`src/hw/fir17_params.svh`:
```
// Purpose: Named constants of the 17-tap sample filter.
// Assumes: Included by bare name from the package and design modules.
// Notes:   Coefficients are Q15 integers, tap 0 meets the newest sample.
`ifndef FIR17_PARAMS_SVH
`define FIR17_PARAMS_SVH

`define FIR_DATA_W      16
`define FIR_TAPS        17
`define FIR_ACC_W       40
`define FIR_Q_SHIFT     15
`define FIR_ROUND_BIT   14
`define FIR_OUT_DEPTH   16
`define FIR_SETTLE_CYC  4'h4
`define FIR_LAST_TAP    5'h10
`define FIR_FIRST_TAP   5'h00

// Q15 coefficient table, tap 0 .. tap 16
`define FIR_COEF_ROM '{16'he287, 16'h13f5, 16'h1c4f, 16'h0e53, \
   16'hf19b, 16'hecfc, 16'h1a33, 16'h5ed7, 16'h7fff, 16'h5ed7, \
   16'h1a32, 16'hecfc, 16'hf19b, 16'h0e53, 16'h1c4f, 16'h13f5, \
   16'he287}

`endif

```
`src/hw/fir17_pkg.sv`:
```
// Purpose: Types shared by the sample filter and its output buffer.
// Assumes: fir17_params.svh supplies the numeric constants.
// Notes:   Sequencer states use explicit binary codes.
`include "fir17_params.svh"

package fir17_pkg;

   typedef logic signed [`FIR_DATA_W-1:0] sample_t;

   // Word handed to the output buffer
   typedef struct packed {
      sample_t value;
   } out_word_t;

   typedef enum logic [2:0] {
      st_load   = 3'h0,
      st_wait   = 3'h1,
      st_read   = 3'h2,
      st_hold   = 3'h3,
      st_capt   = 3'h4,
      st_mac    = 3'h5,
      st_round  = 3'h6,
      st_emit   = 3'h7
   } fir_state_t;

endpackage

```
`src/hw/fir_out_fifo.sv`:
```
// Purpose: Small FIFO between the filter and the D/A converter.
// Assumes: Single clock; DEPTH is a power of two.
// Notes:   Read data come from a register; storage plus one output stage.
`include "fir17_params.svh"

module fir_out_fifo import fir17_pkg::*; #(
   parameter int WIDTH = `FIR_DATA_W,
   parameter int DEPTH = `FIR_OUT_DEPTH
) (
   // Clock and reset
   input  wire logic             clk_sys,
   input  wire logic             reset_n,
   // Filling side
   input  wire logic             in_valid,
   output logic                  in_ready,
   input  wire logic [WIDTH-1:0] in_data,
   // Draining side
   output logic                  out_valid,
   input  wire logic             out_ready,
   output logic [WIDTH-1:0]      out_data,
   // Status
   output logic                  full,
   output logic                  empty
);
   localparam int PTR_W = $clog2(DEPTH);

   logic [WIDTH-1:0] mem [DEPTH];
   logic [PTR_W-1:0] wr_ptr;
   logic [PTR_W-1:0] rd_ptr;
   logic [PTR_W:0]   count;
   logic             push;
   logic             pop;

   // Refuse shapes the pointer wrap cannot serve
   if (DEPTH < 2 || (DEPTH & (DEPTH - 1)) != 0 || WIDTH < 1) begin
      $error("fir_out_fifo: DEPTH must be a power of two >= 2");
   end

   // Handshakes; full stalls the filter's emit step
   assign full     = (count == (PTR_W+1)'(DEPTH));
   assign empty    = (count == '0);
   assign in_ready = !full;
   assign push     = in_valid && in_ready;
   assign pop      = !empty && (!out_valid || out_ready);

   // Storage write
   always_ff @(posedge clk_sys) begin
      if (push)
         mem[wr_ptr] <= in_data;
   end

   // Pointers and fill level
   always_ff @(posedge clk_sys or negedge reset_n) begin
      if (!reset_n) begin
         wr_ptr <= '0;
         rd_ptr <= '0;
         count  <= '0;
      end else begin
         if (push)
            wr_ptr <= wr_ptr + 1'b1;
         if (pop)
            rd_ptr <= rd_ptr + 1'b1;
         if (push && !pop)
            count <= count + 1'b1;
         else if (pop && !push)
            count <= count - 1'b1;
      end
   end

   // Registered output stage
   always_ff @(posedge clk_sys or negedge reset_n) begin
      if (!reset_n) begin
         out_valid <= 1'b0;
         out_data  <= '0;
      end else if (pop) begin
         out_valid <= 1'b1;
         out_data  <= mem[rd_ptr];
      end else if (out_ready) begin
         out_valid <= 1'b0;
      end
   end

endmodule

```
`src/hw/fir17_sample_filter.sv`:
```
// Purpose: 17-tap Q15 FIR filter, one output word per input sample.
// Assumes: Input FIFO data stable two cycles after a read strobe.
// Notes:   One multiply-accumulate per clock; 17 MAC cycles in at least 23 per sample.
// Function
// Output is sum of 17 products, current plus 16 previous samples.
// Coefficients are signed Q15 integers, weight is value times 2^-15.
// Symmetric table, centre 32767, neighbours 24279, outer taps -7545; the table holds 6707 at tap 6 but 6706 at tap 10.
// Copy coefficient table to working storage, one entry per step.
// Input FIFO empty flag drives wait_condition_input.
// Poll while FIFO empty, read exactly one sample once data exists.
// Delay line advances during accumulation, no separate shift pass.
// Round by adding half an output LSB before storing.
// Write result to D/A, return to waiting; one output per input.
// Output is 16-bit signed after removing Q15 scale; wraps on overflow.
`include "fir17_params.svh"

module fir17_sample_filter import fir17_pkg::*; #(
   parameter int TAPS      = `FIR_TAPS,
   parameter int OUT_DEPTH = `FIR_OUT_DEPTH
) (
   // Clock and reset
   input  wire logic                  clk_sys,
   input  wire logic                  reset_n,
   // Input sample FIFO
   input  wire logic                  wait_condition_input,
   input  wire logic [`FIR_DATA_W-1:0] in_sample,
   output logic                       in_read,
   // D/A converter
   output logic [`FIR_DATA_W-1:0]     dac_data,
   output logic                       dac_valid,
   input  wire logic                  dac_ready,
   // Status
   output logic                       coef_ready
);
   // Fixed table; coef holds the working copy made after reset
   localparam sample_t COEF_ROM [`FIR_TAPS] = `FIR_COEF_ROM;
   // Half an output LSB, added once after the last product
   localparam logic signed [`FIR_ACC_W-1:0] HALF_LSB =
      `FIR_ACC_W'(1) <<< `FIR_ROUND_BIT;

   // Sequencer, table copy and delay-line state
   fir_state_t                state;
   sample_t                   coef [`FIR_TAPS];
   sample_t                   taps [`FIR_TAPS];
   logic [4:0]                idx;
   logic [3:0]                settle;
   logic signed [`FIR_ACC_W-1:0] acc;
   logic                      empty_s1;
   logic                      empty_s2;
   logic                      empty_s3;
   logic                      empty_flt;
   out_word_t                 result;
   logic                      result_ok;
   logic                      fifo_in_ready;

   // The table is fixed at 17 entries, so other tap counts are refused
   if (TAPS != `FIR_TAPS) begin
      $error("fir17_sample_filter: TAPS must equal the table size");
   end
   // The output buffer wraps its pointers, so depth is a power of two
   if (OUT_DEPTH < 2 || (OUT_DEPTH & (OUT_DEPTH - 1)) != 0) begin
      $error("fir17_sample_filter: OUT_DEPTH must be a power of two");
   end

   // Signed 16x16 product widened to the accumulator (Q15 * Q0)
   function automatic logic signed [`FIR_ACC_W-1:0] mac_term(
      input sample_t c,
      input sample_t x
   );
      logic signed [2*`FIR_DATA_W-1:0] p;
      p = c * x;
      return `FIR_ACC_W'(p);
   endfunction

   // Next tap up, for the load count and the delay-line move
   function automatic logic [4:0] tap_above(input logic [4:0] i);
      return i + 5'h01;
   endfunction

   // Empty flag from the input FIFO crosses in through three flops
   always_ff @(posedge clk_sys or negedge reset_n) begin
      if (!reset_n) begin
         empty_s1 <= 1'b1;
         empty_s2 <= 1'b1;
         empty_s3 <= 1'b1;
      end else begin
         empty_s1 <= wait_condition_input;
         empty_s2 <= empty_s1;
         empty_s3 <= empty_s2;
      end
   end

   // Filtered level: only a change seen by two stages counts
   always_ff @(posedge clk_sys or negedge reset_n) begin
      if (!reset_n)
         empty_flt <= 1'b1;
      else if (empty_s2 == empty_s3)
         empty_flt <= empty_s3;
   end

   // Sequencer
   always_ff @(posedge clk_sys or negedge reset_n) begin
      if (!reset_n) begin
         state <= st_load;
      end else begin
         unique case (state)
            st_load: begin
               if (idx == `FIR_LAST_TAP)
                  state <= st_wait;
            end
            st_wait: begin
               // Settle hides the flag lag after our own read
               if (!empty_flt && settle == '0)
                  state <= st_read;
            end
            st_read:  state <= st_hold;
            st_hold:  state <= st_capt;
            st_capt:  state <= st_mac;
            st_mac: begin
               if (idx == `FIR_FIRST_TAP)
                  state <= st_round;
            end
            st_round: state <= st_emit;
            st_emit: begin
               if (fifo_in_ready)
                  state <= st_wait;
            end
         endcase
      end
   end

   // Step index: counts up while loading, down while accumulating
   always_ff @(posedge clk_sys or negedge reset_n) begin
      if (!reset_n)
         idx <= `FIR_FIRST_TAP;
      else if (state == st_load && idx != `FIR_LAST_TAP)
         idx <= tap_above(idx);
      else if (state == st_capt)
         idx <= `FIR_LAST_TAP;
      else if (state == st_mac && idx != `FIR_FIRST_TAP)
         idx <= idx - 5'h01;
   end

   // Coefficient copy from the constant table, one word per cycle
   always_ff @(posedge clk_sys or negedge reset_n) begin
      if (!reset_n) begin
         for (int i = 0; i < `FIR_TAPS; i++)
            coef[i] <= '0;
      end else if (state == st_load) begin
         coef[idx] <= COEF_ROM[idx];
      end
   end

   // Coefficients usable once the copy is complete
   always_ff @(posedge clk_sys or negedge reset_n) begin
      if (!reset_n)
         coef_ready <= 1'b0;
      else if (state == st_load && idx == `FIR_LAST_TAP)
         coef_ready <= 1'b1;
   end

   // Read strobe to the input FIFO, exactly one per sample
   assign in_read = (state == st_read);

   // Hold-off after a read so the slow flag cannot cause a second read
   always_ff @(posedge clk_sys or negedge reset_n) begin
      if (!reset_n)
         settle <= '0;
      else if (state == st_read)
         settle <= `FIR_SETTLE_CYC;
      else if (settle != '0)
         settle <= settle - 4'h1;
   end

   // Delay line: newest into tap 0, each tap below tap 16 moves on as it is used
   always_ff @(posedge clk_sys or negedge reset_n) begin
      if (!reset_n) begin
         for (int i = 0; i < `FIR_TAPS; i++)
            taps[i] <= '0;
      end else if (state == st_capt) begin
         taps[0] <= sample_t'(in_sample);
      end else if (state == st_mac && idx != `FIR_LAST_TAP) begin
         taps[tap_above(idx)] <= taps[idx];
      end
   end

   // Accumulator: cleared on capture, one product per cycle, then round
   always_ff @(posedge clk_sys or negedge reset_n) begin
      if (!reset_n)
         acc <= '0;
      else if (state == st_capt)
         acc <= '0;
      else if (state == st_mac)
         acc <= acc + mac_term(coef[idx], taps[idx]);
      else if (state == st_round)
         acc <= acc + HALF_LSB;
   end

   // Scale back from Q15; upper bits are dropped, so overflow wraps
   always_comb begin
      result.value = acc[`FIR_Q_SHIFT +: `FIR_DATA_W];
   end

   // Offer the result to the output buffer until it is accepted
   assign result_ok = (state == st_emit);

   // Output buffer; when full it stalls the emit step
   fir_out_fifo #(
      .WIDTH (`FIR_DATA_W),
      .DEPTH (OUT_DEPTH)
   ) u_out_fifo (
      .clk_sys   (clk_sys),
      .reset_n   (reset_n),
      .in_valid  (result_ok),
      .in_ready  (fifo_in_ready),
      .in_data   (result.value),
      .out_valid (dac_valid),
      .out_ready (dac_ready),
      .out_data  (dac_data),
      .full      (),
      .empty     ()
   );

endmodule

```
`config.mk`:
```
export PLATFORM = sky130hd
export DESIGN_NAME = fir17_sample_filter
export DESIGN_NICKNAME = d
export VERILOG_FILES = /design/src/hw/fir17_pkg.sv /design/src/hw/fir_out_fifo.sv /design/src/hw/fir17_sample_filter.sv
export VERILOG_INCLUDE_DIRS = /design/src /design/src/hw
export SDC_FILE = /design/constraint.sdc
export NUM_CORES = 2
export LEC_CHECK = 0
export ABC_AREA = 1
export BUFFER_PORTS_ARGS = -buffer_cell sky130_fd_sc_hd__buf_2
export CORE_ASPECT_RATIO = 1.5
export CORE_MARGIN = 2
export CORE_UTILIZATION = 58
export CTS_CLUSTER_SIZE = 30
export DETAILED_ROUTE_END_ITERATION = 10
export PLACE_DENSITY_LB_ADDON = 0.15
export SYNTH_ARGS = -nofsm -noshare
export SYNTH_HDL_FRONTEND = slang
export SYNTH_SLANG_ARGS = --single-unit
```
`constraint.sdc`:
```
create_clock -name clk_sys -period 6.6 [get_ports clk_sys]
set_input_delay 1.32 -clock clk_sys [delete_from_list [all_inputs] [get_ports clk_sys]]
set_output_delay 1.32 -clock clk_sys [all_outputs]
set_load 0.05 [all_outputs]
```
==> run metrics <==
vias=38,800; Starting Density=58.3%; DIE WIDTH=241 um; Syn Area/Cell=9.25 um^2; CP delay by family, top=adder cells; max-cap viol count=0; Least-Margin Pin Slew=1.38 ns; async set-reset flop share out of synthesis=70.8%; Post-Syn Nets=5,687; clock net sink count=878; status=finished, violations left; simple-gate share of the synthesized area=14.4%; core area=0.0834 mm^2; Yosys warnings=0; Std-Cell Rows=130; DRC=0; dominant synthesized flop cell=dfrtp_1; post-route ant nets=0; CP endpoint kind=flop; Synth cell types=53; clk_lat worst skew=0.68 ns; Clock transition at path regs=0.07 ns; GRT Overall Usage=33.9%; GPL Wtd Cong=1.00; ANT cells=0; post-layout minimum cycle time=7.03 ns; die height=359 um; WL final=143,000 um; Max clock buf depth=3; design area=0.0579 mm^2; wire per inst=21.1 um; Crit Path Max Fanout=8; number of synthesized register bits=878; xor/xnor share of the synthesized area=0.468%; crit-path most repeated cell=inv_1; Crit path largest cell delay=0.55 ns; main combinational cell family by area after synthesis=adder cells; fillers=6,412; initial antenna violation count=0; routing usage on met1=41.2%; 1st-iter DRT viols=3,051; CP max-delay cell=fa_1; IO Pins=39; Hold Vio Cnt, Final=0; GR Util met2=58.3%; CTS tree=done; die area=0.0863 mm^2; setup_tns=-4.67 ns; CP startpoint kind=flop; worst min path class=flop to flop; pwr/cell area=375 mW/mm^2; post-synthesis compound-gate area fraction=14.2%; CTS root buf=clkbuf_16; WP buf/inv=15; fraction of layout cells with a size suffix above 1=18.3%; placed insts=6,535; Power, Total=0.0217 W; vias in the first global route=39,500; Pre-Repair DR Iteration Count=6; clk_skew=0.0315 ns; Port Buf Inserts=38; period utilization=107%; Area after DPL=0.0525 mm^2; pre-CTS setup slack=-0.751 ns; mapped cell area=0.0487 mm^2; TritonCTS Buffers=82; depth of the CTS H-tree=3; fin cells=6,760; mux cell area share after synthesis=0%; EDFF count, synth=256; fmax=142 MHz; unrepaired setup endpoints after global routing=yes; first-pass GRT wire length=223,000 um; Seq/Total Area, Yosys=47.8%; Area Overhead vs Synth=19.0%; DP HPWL=98,400 um; slew margin rel.=7.25%; Worst VDD drop=0.000460 V; via/cell ratio=5.74; total congestion overflow=0; CTS Hold Bufs=0; Final Slew Violations=0; Layout Nets=6,001; violated checks=negative setup slack; critical path required time=7.19 ns; PnR worst setup slack=-0.430 ns; leak pwr=26.2 nW; pin count of the biggest net entering global routing=182; # setup viols final=18; Synth Instances=5,262; Synth Area in Adders=14.8%; M3 GR Usage=4.26%; gr busiest metal=met2; crit path kind=flop to flop; Worst EP arrival=7.62 ns
-- stage by stage --
stage               hold WS [ns]  utilization (%)
CTS                        0.360             68.8
global route               0.363             69.4
global placement           0.354             63.0
floorplan                  0.345                -
finish                     0.359             69.4
detailed placement         0.351             63.0
-- metal layers --
metal  part of all wire, %  routed length (um)
met1                    38               53700
met2                    51               72100
met3                   5.8                8340
met4                   6.0                8600
met5                     0                   0
-- what timing repair did --
| item | in CTS | in global routing |
|---|---|---|
| endpoints found under the setup margin | 21 | 22 |
| cloned | 9 | 1 |
| pin swaps | 78 | 82 |
| gates resized for setup | 371 | 140 |
| setup buffers | 53 | 19 |
-- path summary, 6_finish.rpt --
kind                            startpoint   endpoint  slack (ns)  depth (start not counted)
worst max register to register      idx[0]    acc[30]       -0.43                         38
worst max-delay path                idx[0]    acc[30]       -0.43                         38
worst min-delay path              empty_s1   empty_s2        0.36                          0
max in group asynchronous          reset_n   taps[41]        4.49                          2
min in group asynchronous          reset_n  coef[219]        0.61                          1
worst min register to register    empty_s1   empty_s2        0.36                          0
-- where the power goes --
group          leakage (nW)  internal, W  switching (W)  total (W)
Sequential             10.1      0.00628       0.000509    0.00679
Combinational          14.7      0.00381        0.00610    0.00991
Clock                  1.39      0.00291        0.00210    0.00501
-- state kept, by name, summed over array words and instances (netlist names) --
name	cells
acc	31
coef	272
coef_ready	1
empty_flt	1
empty_s1	1
empty_s2	1
empty_s3	1
idx	5
settle	4
state	3
taps	272
u_out_fifo.count	5
u_out_fifo.mem	256
u_out_fifo.out_data	16
u_out_fifo.out_valid	1
u_out_fifo.rd_ptr	4
u_out_fifo.wr_ptr	4
-- synth_stat cells (all sizes together), types with 2 or more instances --
cell | number | area share, %
xnor2 | 8 | 0.14
a22o | 30 | 0.54
a21oi | 121 | 1.2
clkbuf | 156 | 1.2
or2 | 19 | 0.24
fa | 286 | 12
o221ai | 86 | 1.5
xor2 | 18 | 0.32
a21o | 4 | 0.062
edfxtp | 256 | 16
o21ai | 770 | 7.9
dfstp | 4 | 0.22
inv | 715 | 5.5
a22oi | 69 | 1.1
ha | 119 | 3.1
o31ai | 4 | 0.062
o21a | 15 | 0.23
a221oi | 4 | 0.11
nand2 | 1053 | 8.1
o211ai | 39 | 0.60
dfrtp | 618 | 32
o22ai | 24 | 0.31
o21bai | 7 | 0.11
nor4 | 2 | 0.026
nand3 | 108 | 1.1
nand4 | 18 | 0.36
a31oi | 24 | 0.31
buf | 123 | 1.5
clkinv | 7 | 0.054
nor2 | 536 | 4.3
nor3 | 9 | 0.14
-- final cells by class --
| type | count | area (um^2) | share of cell area (%) |
|---|---|---|---|
| flip-flops and latches | 878 | 23300 | 40.2 |
| multi-input cells | 3383 | 22900 | 39.5 |
| repair buffers | 509 | 4770 | 8.24 |
| inverters | 722 | 2780 | 4.79 |
| clock buffers | 118 | 2420 | 4.18 |
| well taps | 1122 | 1400 | 2.42 |
| clock inverters | 28 | 399 | 0.689 |
-- cells by family (layout without fill, tap and decap cells) --
kind of cell               Yosys count  count (layout)
AOI/OAI and AO/OA                 1202            1202
xor gates and xnor gates            26              26
DFF                                878             878
adders and majority gates          406             406
buffers and inverters             1001            1377
and+or+nand+nor                   1749            1749
-- worst reg2reg max path, delay by kind of cell (launching register included) --
family,cells,cell delay (ns)
fa+ha+maj,7,3.31
buf+inv,15,1.50
compound gates,3,0.32
simple gates,13,1.32
flops,1,0.51
-- cells in the final DEF, fill, tap and decap left out, types with 25 or more instances in the layout --
master	Yosys	layout
a21oi_1	121	90
a21oi_2	0	29
a22o_1	30	30
a22oi_1	69	50
buf_12	0	49
buf_2	81	37
buf_4	20	362
buf_6	15	48
clkbuf_16	0	85
dfrtp_1	618	615
edfxtp_1	256	256
fa_1	286	267
ha_1	119	96
inv_1	691	649
inv_2	24	51
nand2_1	1048	1008
nand2_2	5	33
nand3_1	108	87
nor2_1	521	469
nor2_2	8	42
nor2_4	7	25
o211ai_1	39	39
o21ai_0	760	669
o21ai_1	10	76
o221ai_1	86	69
No activity file was read; power rests on OpenSTA's default activity.
